## src/hw/pin_ctl_pkg.sv

```systemverilog
`default_nettype none
package pin_ctl_pkg;
  localparam int MIO_W = 32;
  localparam int IO_W = 7;
  localparam int VDAT_W = 4;
  localparam int SER_IN_W = 4;
  localparam int SER_OUT_W = 6;

  // Reset values of the select, enable and overlay controls.
  localparam logic [31:0] MIOSEL_RST = 32'hF20F_0FFF;
  localparam logic [31:0] MIOPD_RST = 32'hFAFF_3FFF;
  localparam logic [6:0] IOPD_RST = 7'h7F;
  localparam logic OVERLAY_RST = 1'b0;

  // Pin index of the bus grant line among the shareable pins.
  localparam int GRANT_PIN = 26;

  // Selector codes of the control write port.
  typedef enum logic [1:0] {
    CFG_MIOSEL = 2'b00,
    CFG_MIOPD = 2'b01,
    CFG_IOPD = 2'b10,
    CFG_OVERLAY = 2'b11
  } cfg_sel_t;

  // Power states of the device.
  typedef enum logic [1:0] {
    ST_PON = 2'b00,
    ST_RUN = 2'b01,
    ST_SLEEP = 2'b10
  } pwr_state_t;

  // Memory interface pin group, strobes active low as on the board.
  typedef struct packed {
    logic [31:0] data;
    logic [12:0] addr;
    logic ale;
    logic rdN;
    logic weN;
    logic [3:0] casN;
    logic ras0N;
    logic ras1N;
    logic dcs0N;
    logic dcke;
    logic dclkOut;
    logic dqmh;
    logic dqml;
  } mem_pins_t;

  // Chip selects; only cs0N is floated by the bus grant and held high on wake, cs13N is unused.
  typedef struct packed {
    logic cs0N;
    logic [2:0] cs13N;
  } chip_sel_t;

  // Interrupt debug probe group.
  typedef struct packed {
    logic busErr;
    logic cpuStall;
    logic irqHigh;
    logic irqLow;
  } probe_t;
endpackage
`default_nettype wire

```

## src/hw/pin_cell.sv

```systemverilog
`default_nettype none
module pin_cell
  import pin_ctl_pkg::*;
(
  // Standard function side.
  input wire logic stdOut,
  input wire logic stdOe,
  output logic stdIn,
  // Multi-function side.
  input wire logic mioOut,
  input wire logic mioOe,
  output logic mioIn,
  // Controls.
  input wire logic sel,
  input wire logic forceDown,
  // Pad side.
  input wire logic padIn,
  output logic padOut,
  output logic padOe,
  output logic pullDn
);
  logic oeSel;
  logic outSel;

  // The select bit steers both directions of the pin.
  assign outSel = sel ? mioOut : stdOut;
  assign oeSel = sel ? mioOe : stdOe;
  assign stdIn = sel ? 1'b0 : padIn;
  assign mioIn = sel ? padIn : 1'b0;

  // A forced output drives low; a forced input gets a pull-down so it never floats.
  assign padOut = forceDown ? 1'b0 : outSel;
  assign padOe = oeSel;
  assign pullDn = forceDown & ~oeSel;
endmodule
`default_nettype wire

```

## src/hw/pin_function_and_powerdown_control.sv

```systemverilog
`default_nettype none
module pin_function_and_powerdown_control
  import pin_ctl_pkg::*;
(
  // Clock and power-on reset.
  input wire logic mclk,
  input wire logic rst_n,
  // Control write port and readback.
  input wire logic cfgWe,
  input wire logic [1:0] cfgSel,
  input wire logic [31:0] cfgWdata,
  output logic [31:0] mioSelOut,
  output logic [31:0] mioPdOut,
  output logic [6:0] ioPdOut,
  output logic interrupt_debug_overlay,
  // Power sequencing.
  input wire logic onButton,
  input wire logic sleepReq,
  input wire logic system_supply_good,
  input wire logic standby_supply,
  output logic supplyOnReq,
  output logic powerDown,
  output logic [1:0] pwrState,
  output logic sysOscEn,
  output logic osc32kEn,
  // Memory controller side and memory pads.
  input wire mem_pins_t memCtl,
  input wire logic memDataOe,
  input wire chip_sel_t csCtl,
  input wire logic ctlReady,
  output mem_pins_t memPadOut,
  output logic memPadOe,
  output logic memDataPadOe,
  output logic cs0PadOut,
  output logic cs0PadOe,
  output logic cs0Pull,
  // External bus arbitration.
  input wire logic busReq,
  output logic busGrant,
  // Shareable pins.
  input wire logic [31:0] stdOut,
  input wire logic [31:0] stdOe,
  output logic [31:0] stdIn,
  input wire logic [31:0] mioOut,
  input wire logic [31:0] mioOe,
  output logic [31:0] mioIn,
  input wire logic [31:0] mioPadIn,
  output logic [31:0] mioPadOut,
  output logic [31:0] mioPadOe,
  output logic [31:0] mioPull,
  // General I/O pins.
  input wire logic [6:0] ioOut,
  input wire logic [6:0] ioOe,
  output logic [6:0] ioPadOut,
  output logic [6:0] ioPadOe,
  output logic [6:0] ioPull,
  // Video data and debug probes.
  input wire logic [3:0] vdatIn,
  input wire probe_t probes,
  output logic [3:0] vdatPad,
  // Serial outputs and inputs that sleep forces.
  input wire logic [5:0] serOut,
  output logic [5:0] serPadOut,
  output logic [3:0] serInPull
);
  logic [31:0] mioSel_ff;
  logic [31:0] mioPd_ff;
  logic [6:0] ioPd_ff;
  logic overlay_ff;
  pwr_state_t state_ff;
  pwr_state_t nxt_state;
  logic wakeHold_ff;
  logic grant_ff;
  logic pdGlobal;
  logic [31:0] forceMio;
  logic [31:0] stdOutEff;
  logic [31:0] stdOeEff;
  logic [31:0] cellOut;
  logic [31:0] cellOe;
  logic [31:0] cellPull;
  mem_pins_t memOut_ff;
  logic memOe_ff;
  logic memDataOe_ff;
  logic [31:0] mioPadOut_ff;
  logic [31:0] mioPadOe_ff;
  logic [31:0] mioPull_ff;
  logic [6:0] ioPadOut_ff;
  logic [6:0] ioPadOe_ff;
  logic [6:0] ioPull_ff;
  logic [3:0] vdat_ff;
  logic [5:0] ser_ff;
  logic cs0Out_ff;
  logic cs0Oe_ff;
  logic cs0Pull_ff;

  // Control storage is cleared only by power-on reset, so whatever software
  // programs after the first power-up survives every sleep and wake.
  always_ff @(posedge mclk or negedge rst_n)
  begin
    if (!rst_n)
    begin
      mioSel_ff <= MIOSEL_RST;
      mioPd_ff <= MIOPD_RST;
      ioPd_ff <= IOPD_RST;
      overlay_ff <= OVERLAY_RST;
    end
    else if (cfgWe)
    begin
      case (cfg_sel_t'(cfgSel))
        CFG_MIOSEL: mioSel_ff <= cfgWdata;
        CFG_MIOPD: mioPd_ff <= cfgWdata;
        CFG_IOPD: ioPd_ff <= cfgWdata[6:0];
        CFG_OVERLAY: overlay_ff <= cfgWdata[0];
        default: overlay_ff <= overlay_ff;
      endcase
    end
  end

  assign mioSelOut = mioSel_ff;
  assign mioPdOut = mioPd_ff;
  assign ioPdOut = ioPd_ff;
  assign interrupt_debug_overlay = overlay_ff;

  // Power state sequencing; running is reached only through the on button.
  always_comb
  begin
    nxt_state = state_ff;
    case (state_ff)
      ST_PON:
      begin
        if (onButton)
          nxt_state = ST_RUN;
      end
      ST_RUN:
      begin
        if (sleepReq)
          nxt_state = ST_SLEEP;
      end
      ST_SLEEP:
      begin
        if (onButton)
          nxt_state = ST_RUN;
      end
      default: nxt_state = ST_PON;
    endcase
  end

  // Without standby supply nothing can run, so the device stays in power-on.
  always_ff @(posedge mclk or negedge rst_n)
  begin
    if (!rst_n)
      state_ff <= ST_PON;
    else if (!standby_supply)
      state_ff <= ST_PON;
    else
      state_ff <= nxt_state;
  end

  // On each entry to running the read strobe and chip select 0 are held at their idle high level
  // until the memory controller reports it is ready to drive them.
  always_ff @(posedge mclk or negedge rst_n)
  begin
    if (!rst_n)
      wakeHold_ff <= 1'b0;
    else if (state_ff != ST_RUN && nxt_state == ST_RUN && standby_supply)
      wakeHold_ff <= 1'b1;
    else if (ctlReady || state_ff != ST_RUN)
      wakeHold_ff <= 1'b0;
  end

  // The supply request is high only while running; global powerdown follows.
  assign supplyOnReq = (state_ff == ST_RUN);
  assign pdGlobal = ~(supplyOnReq & system_supply_good);
  assign powerDown = pdGlobal;
  assign pwrState = state_ff;
  assign sysOscEn = ~pdGlobal;
  assign osc32kEn = 1'b1;

  // Bus grant answers an external request only while the bus is alive.
  always_ff @(posedge mclk or negedge rst_n)
  begin
    if (!rst_n)
      grant_ff <= 1'b0;
    else
      grant_ff <= busReq & ~pdGlobal & ~wakeHold_ff;
  end

  // Grant pin is active low on the pad and idles high once running.
  assign busGrant = grant_ff;

  // Per-pin forcing needs both the global condition and the pin's enable.
  assign forceMio = {MIO_W{pdGlobal}} & mioPd_ff;

  // The grant pin's standard function is owned here, not by a peripheral.
  always_comb
  begin
    stdOutEff = stdOut;
    stdOeEff = stdOe;
    stdOutEff[GRANT_PIN] = ~grant_ff | wakeHold_ff;
    stdOeEff[GRANT_PIN] = 1'b1;
  end

  // One cell per shareable pin.
  for (genvar i = 0; i < MIO_W; i++)
  begin : g_cell
    pin_cell u_cell (
      .stdOut(stdOutEff[i]),
      .stdOe(stdOeEff[i]),
      .stdIn(stdIn[i]),
      .mioOut(mioOut[i]),
      .mioOe(mioOe[i]),
      .mioIn(mioIn[i]),
      .sel(mioSel_ff[i]),
      .forceDown(forceMio[i]),
      .padIn(mioPadIn[i]),
      .padOut(cellOut[i]),
      .padOe(cellOe[i]),
      .pullDn(cellPull[i])
    );
  end

  // Shareable and general I/O pads are registered toward the board.
  always_ff @(posedge mclk or negedge rst_n)
  begin
    if (!rst_n)
    begin
      mioPadOut_ff <= 32'h0000_0000;
      mioPadOe_ff <= 32'h0000_0000;
      mioPull_ff <= 32'hFFFF_FFFF;
      ioPadOut_ff <= 7'h00;
      ioPadOe_ff <= 7'h00;
      ioPull_ff <= 7'h7F;
    end
    else
    begin
      mioPadOut_ff <= cellOut;
      mioPadOe_ff <= cellOe;
      mioPull_ff <= cellPull;
      for (int k = 0; k < IO_W; k++)
      begin
        ioPadOut_ff[k] <= (pdGlobal & ioPd_ff[k]) ? 1'b0 : ioOut[k];
        ioPadOe_ff[k] <= ioOe[k];
        ioPull_ff[k] <= pdGlobal & ioPd_ff[k] & ~ioOe[k];
      end
    end
  end

  assign mioPadOut = mioPadOut_ff;
  assign mioPadOe = mioPadOe_ff;
  assign mioPull = mioPull_ff;
  assign ioPadOut = ioPadOut_ff;
  assign ioPadOe = ioPadOe_ff;
  assign ioPull = ioPull_ff;

  // Memory pins: low while powered down, idle-high read strobe and chip select 0 on wake,
  // floated whenever an external master holds the bus.
  always_ff @(posedge mclk or negedge rst_n)
  begin
    if (!rst_n)
    begin
      memOut_ff <= '0;
      memOe_ff <= 1'b1;
      memDataOe_ff <= 1'b1;
      cs0Out_ff <= 1'b0;
      cs0Oe_ff <= 1'b0;
      cs0Pull_ff <= 1'b1;
    end
    else if (pdGlobal)
    begin
      // A grant still standing as sleep begins keeps the bus floated.
      memOut_ff <= '0;
      memOe_ff <= ~grant_ff;
      memDataOe_ff <= ~grant_ff;
      cs0Out_ff <= 1'b0;
      cs0Oe_ff <= 1'b0;
      cs0Pull_ff <= 1'b1;
    end
    else
    begin
      memOut_ff <= memCtl;
      if (wakeHold_ff)
        memOut_ff.rdN <= 1'b1;
      memOe_ff <= ~grant_ff;
      memDataOe_ff <= ~grant_ff & (memDataOe | wakeHold_ff);
      cs0Out_ff <= csCtl.cs0N | wakeHold_ff;
      cs0Oe_ff <= ~grant_ff;
      cs0Pull_ff <= 1'b0;
    end
  end

  assign memPadOut = memOut_ff;
  assign memPadOe = memOe_ff;
  assign memDataPadOe = memDataOe_ff;
  assign cs0PadOut = cs0Out_ff;
  assign cs0PadOe = cs0Oe_ff;
  assign cs0Pull = cs0Pull_ff;

  // Video data carries the debug probes while the overlay is set.
  always_ff @(posedge mclk or negedge rst_n)
  begin
    if (!rst_n)
      vdat_ff <= 4'h0;
    else if (overlay_ff)
      vdat_ff <= probes;
    else
      vdat_ff <= vdatIn;
  end

  assign vdatPad = vdat_ff;

  // Serial outputs go low and serial and infrared inputs are pulled down
  // while powered down, so nothing floats into a dead peripheral.
  always_ff @(posedge mclk or negedge rst_n)
  begin
    if (!rst_n)
    begin
      ser_ff <= 6'h00;
      serInPull <= 4'hF;
    end
    else
    begin
      ser_ff <= pdGlobal ? 6'h00 : serOut;
      serInPull <= {SER_IN_W{pdGlobal}};
    end
  end

  assign serPadOut = ser_ff;
endmodule
`default_nettype wire

```

## config.mk

```make
export PLATFORM = sky130hd
export DESIGN_NAME = pin_function_and_powerdown_control
export DESIGN_NICKNAME = d
export VERILOG_FILES = /design/src/hw/pin_ctl_pkg.sv /design/src/hw/pin_cell.sv /design/src/hw/pin_function_and_powerdown_control.sv
export SDC_FILE = /design/constraint.sdc
export NUM_CORES = 1
export LEC_CHECK = 0
export ABC_AREA = 1
export BUFFER_PORTS_ARGS = -buffer_cell sky130_fd_sc_hd__buf_2
export CAP_MARGIN = 20
export CORE_AREA = 10 10 241 243
export DETAILED_ROUTE_END_ITERATION = 12
export DIE_AREA = 0 0 251 253
export GPL_ROUTABILITY_DRIVEN = 0
export PLACE_DENSITY = 0.41
export SLEW_MARGIN = 10
export SYNTH_ARGS = -nofsm -noshare
export SYNTH_HDL_FRONTEND = slang
export SYNTH_SLANG_ARGS = --single-unit
```

## constraint.sdc

```tcl
create_clock -name mclk -period 1.45 [get_ports mclk]
set_clock_uncertainty 0.1 [all_clocks]
set_input_delay 0.0725 -clock mclk [delete_from_list [all_inputs] [get_ports mclk]]
set_output_delay 0.0725 -clock mclk [all_outputs]
set_load 0.005 [all_outputs]
```

Yosys cells after proc, flatten, opt, wreduce, memory -nomap -nowiden --
Index checks and enable logic that the tools add are counted.
Storage, ports and cells: register bits 268, output and inout bits 338, logic and storage cells 329
Operators by class: equality and inequality tests 7, multiplexer cells 181, bitwise operators 96, reduce and logical (&&, ||, !) cells 11
Operators with widths (number):
- $mux 1 | 174
- $mux 59 | 1
- $and 1x1->1 | 50
- $not 1->1 | 42
- $and 32x32->32 | 1
- $reduce_and 2->1 | 4
- $eq 2x1->1 const B | 3
- $eq 2x2->1 const B | 3
- $mux 2 | 3
- $mux 6 | 1
- $logic_not 2->1 | 2
- $mux 4 | 1
- $pmux 2 s2 | 1
- $or 1x1->1 | 3
- $logic_and 1x1->1 | 2
- $ne 2x1->1 const B | 1
- $reduce_bool 2->1 | 1
- $reduce_or 2->1 | 1
- $logic_or 1x1->1 | 1

Depth between registers and ports, before layout --
word-level depth 7, mapped depth 6

Modules after synthesis --
Synthesis repeated with hierarchy kept, for this count alone.
Second synthesis, totals: cell total of the unflattened synthesis 1255, area, all modules 11041.8 sq um
By module, submodules not included:
- pin_function_and_powerdown_control | times used 1, cells each 775, area an instance 8999.9 sq um, sequential area each 6804.0 sq um
- pin_cell | times used 32, cells each 15, area an instance 63.8 sq um, sequential area each 0.0 sq um

Worst setup path before layout --
Ideal clock, no wire load.
kind register to register, start register state_ff[1] (netlist: pwrState[1]), end register memOut_ff (netlist bit memPadOut[12]), library setup time 0.071 ns, arrival 0.986 ns, path slack 0.293 ns, cell stages (with the launch flop) 6, period minus slack after synthesis 1.157 ns, cells stage by stage dfrtp_1 -> inv_1 -> nand3_2 -> buf_2 -> buf_6 -> nor2_1
On the way: cells in the longest elaborated chain, start to end 3
Ends and longest elaborated chain:
- from (decl) | RTL line pin_function_and_powerdown_control.sv:70 | pwr_state_t state_ff;
- from (signal assigned) | RTL line pin_function_and_powerdown_control.sv:156 | state_ff <= nxt_state;
- $eq 2x1->1 | RTL line pin_function_and_powerdown_control.sv:172 | assign supplyOnReq = (state_ff == ST_RUN);
- $and 1x1->1 | RTL line pin_function_and_powerdown_control.sv:173 | assign pdGlobal = ~(supplyOnReq & system_supply_good);
- $mux 59 | RTL line pin_function_and_powerdown_control.sv:268 | else if (pdGlobal)
- to (signal assigned) | RTL line pin_function_and_powerdown_control.sv:280 | memOut_ff <= memCtl;
- to (decl) | RTL line pin_function_and_powerdown_control.sv:81 | mem_pins_t memOut_ff;
No other way between the ends. A chain may end at the register's enable or synchronous reset.

Worst setup path in the final report --
start register mioSel_ff[6] (netlist: mioSelOut[6]), end output port mioIn[6]
On the way: cells in the longest elaborated chain, start to end 1
Ends and longest elaborated chain:
- from (decl) | RTL line pin_function_and_powerdown_control.sv:66 | logic [31:0] mioSel_ff;
- from (signal assigned) | RTL line pin_function_and_powerdown_control.sv:110 | CFG_MIOSEL: mioSel_ff <= cfgWdata;
- $mux 1 | RTL line pin_cell.sv:29 | assign mioIn = sel ? padIn : 1'b0;
- to (decl) | RTL line pin_function_and_powerdown_control.sv:46 | output logic [31:0] mioIn,
No other way between the ends.

==> impl_metrics.json <==
{
  "status": "finished, violations left",
  "violations": "hold timing, setup timing",
  "initial_core_util_pct": 20.67,
  "clkLatencyLatePin_ns": 0.57,
  "cts_buffers": 31,
  "die_w_um": 251,
  "pwr_density_cell_mw_per_mm2": 1128,
  "cp.required_ns": 1.28,
  "post-place-ws_ns": 0.09901,
  "grt.met2_usage_pct": 25.29,
  "dieArea_mm2": 0.06350,
  "yosysMostFrequentCell": "inv_1",
  "grt_use_total_pct": 14.23,
  "synth.cell_area_mm2": 0.01101,
  "cp_max_fo": 6,
  "finalCriticalPeriod_ns": 1.604,
  "top_usage_layer": "met2",
  "period_share_pct": 110.6,
  "route.detailed.drc": 0,
  "synth_seq_cells": 267,
  "portBuffers": 626,
  "root_buffer": "clkbuf_16",
  "die_h_um": 253,
  "synth_warnings": 0,
  "clk_path_buf_depth": 3,
  "slowest_delay_ns": 0.64,
  "place_inst": 2440,
  "setup_slack_ns": -0.1543,
  "critical_path_class": "flip-flop to output port",
  "synthTopCellsByArea": "dfrtp_1 (38%), dfstp_2 (23%), inv_1 (9.1%)",
  "timing.hold.ws_ns": -0.02494,
  "clock.fmax_ghz": 0.6233,
  "grt.overflow.total": 0,
  "crit_slowest_cell": "dfstp_2",
  "yosysTopAreaCellShare_pct": 38.40,
  "synth_edf_count": 0,
  "p_clk_share_pct": 34.0,
  "setup_violations": 67,
  "synth.net_count": 1510,
  "crit_chain": "nand2_2, inv_2, buf_6",
  "grt_pass1_wl_um": 70860,
  "met3_usage_pct": 5.346,
  "worstPathArrival_ns": 1.43,
  "netlist-cell-type-count": 17,
  "num_io_pins": 633,
  "dr.pass1.iters": 5,
  "multiInputGateArea_mm2": 0.002426,
  "hold_viol_final": 6,
  "core_area_mm2": 0.05328,
  "synth_ff_type": "dfrtp_1",
  "cts.sinks": 267,
  "ys_seq_area_share_pct": 61.77,
  "rsz0062_at_grt": "yes",
  "antenna_found_initial": 3,
  "pwr-share-seq_pct": 42.2,
  "grt_max_degree": 68,
  "cts_max_level": 1,
  "async_flop_share_pct": 100.0,
  "regArea_mm2": 0.006819,
  "power.internal_w": 0.01579,
  "yosysTopAreaCell": "dfrtp_1",
  "vias": 10856,
  "grt_pass1_vias": 11803,
  "ir_worst_vdd_mv": 0.7964,
  "min_path_type": "input pin to flip-flop",
  "rows": 85,
  "synthCells": 1215,
  "nNetsFinal": 2415,
  "tightest_slew_ns": 0.7997,
  "final_core_util_pct": 36.42,
  "gr-usage-met1_pct": 15.40,
  "cts_tree": "built",
  "vias_per_cell": 3.820,
  "relSlewSlack_pct": 46.69,
  "wl_per_cell_um": 17.24,
  "fillers": 5357,
  "syn_to_final_growth_pct": 76.17,
  "cap_violations": 0,
  "cp-start-kind": "flip-flop",
  "ant_nets": 0,
  "final_cells": 2842,
  "drt-total-wl_um": 48990,
  "synth_commonest_cells": "inv_1 (267), nand2_1 (251), dfrtp_1 (169)",
  "total_power_w": 0.02189,
  "final_layout_size_suffix_gt1_share_pct": 43.73,
  "avgSynthCellArea_um2": 9.065,
  "p_sw_w": 0.006102,
  "slew_violations": 0,
  "p_sw_share_pct": 27.87,
  "power_frac_comb_pct": 23.8,
  "crit_buf_inv": 2,
  "first_iter_violations": 345,
  "critical_path.top_delay_family": "flip-flops",
  "path_clk_slew_ns": 0.06,
  "critPathCaptureType": "output port",
  "power.leakage_nw": 10.94,
  "dp_hpwl_um": 35410
}
[sequential cells by signal, summed over array words and instances (netlist names), 2 cells and up]
name,cells
mioPadOe,32
vdatPad,4
serPadOut,6
ioPull,7
mioPdOut,32
mioPull,32
mioPadOut,32
mioSelOut,32
ioPdOut,7
ioPadOe,7
memPadOut,59
ioPadOut,7
pwrState,2
[power groups by stage]
stage               registers (W)  clock network (W)  logic [W]
global placement          0.00941                  0    0.00360
global route              0.00936            0.00804    0.00578
detailed placement        0.00944                  0    0.00360
finish                    0.00925            0.00743    0.00521
CTS                       0.00926            0.00774    0.00491
floorplan                 0.00932                  0    0.00158
[layer usage]
metal / up-vias / part of all wire (%)
li1: 5265 / -
met1: 5087 / 39
met2: 446 / 50
met3: 58 / 8.6
met4: 0 / 2.4
met5: - / 0
[worst reg2reg max path: cells and delay by family (launching register included)]
family	cells	cell delay (ns)
buffers and inverters	2	0.68
AOI/OAI and AO/OA	1	0.05
DFF	1	0.43
and+or+nand+nor	1	0.05
[placed cells by master, fill, tap and decap left out, types with 2 or more instances in the layout]
cell type / count
buf_2: 559
clkbuf_8: 5
a21boi_0: 7
nand2_2: 12
nor2_1: 136
buf_12: 12
dlygate4sd3_1: 259
clkbuf_1: 14
inv_2: 14
o21ai_1: 5
o21ai_0: 131
nand2_4: 2
clkinv_2: 6
dfrtp_2: 12
buf_6: 72
o21ai_2: 2
nor2_2: 8
nand2_1: 237
buf_8: 3
nor2_4: 3
nand3_4: 3
or2_2: 2
buf_4: 84
dfstp_2: 98
dlymetal6s4s_1: 4
clkbuf_16: 34
dfrtp_1: 157
nand3_1: 4
inv_1: 251
[cell families after synthesis]
logic type             share of synthesized area (%)
AND/OR/NAND/NOR                                14.13
other                                        0.03405
AO/OA/AOI/OAI                                  6.793
buffers and inverters                          17.27
flip-flops                                     61.77
[final cells by class]
| class | instances | area share, % |
|---|---|---|
| Timing Repair Buffer | 999 | 37.67 |
| Multi-Input combinational cell | 554 | 12.50 |
| Antenna cell | 1 | 0.01290 |
| Clock inverter | 8 | 0.3547 |
| Inverter | 267 | 5.204 |
| Clock buffer | 50 | 4.623 |
| Sequential cell | 267 | 35.14 |
| Tap cell | 696 | 4.488 |
[worst paths after layout]
path,start,endpoint,slack (ns),depth (start not counted)
max in group asynchronous,rst_n,mioPadOe[11],0.35,3
max reg2reg,interrupt_debug_overlay,vdatPad[1],0.03,4
min reg2reg,mioPdOut[25],mioPull[25],0.39,2
min,cfgSel[1],mioPdOut[16],-0.02,6
max,mioSelOut[6],mioIn[6],-0.15,3
min in group asynchronous,rst_n,mioPadOut[8],0.04,3
[through the flow]
step                      instance area [um^2]  hold slack [ns]  TNS, ns
after floorplan                          11010          -0.3231        0
after global routing                     19400          0.02779   -9.460
final                                    19400         -0.02494   -4.648
after detailed placement                 14500          -0.1513        0
after CTS                                18820         0.008023   -8.199
after global placement                   14500          -0.1589        0
[what timing repair did]
action | 4_1_cts | 5_1_grt
hold buffers | 261 | 3
setup endpoints to repair | 127 | 187
endpoints found under the hold margin | 532 | 3
cloned | 1 | 3
buffers inserted | 53 | 23
gates resized for setup | 78 | 86
pin swaps | 35 | 19
Power figures use the tool's default switching activity.
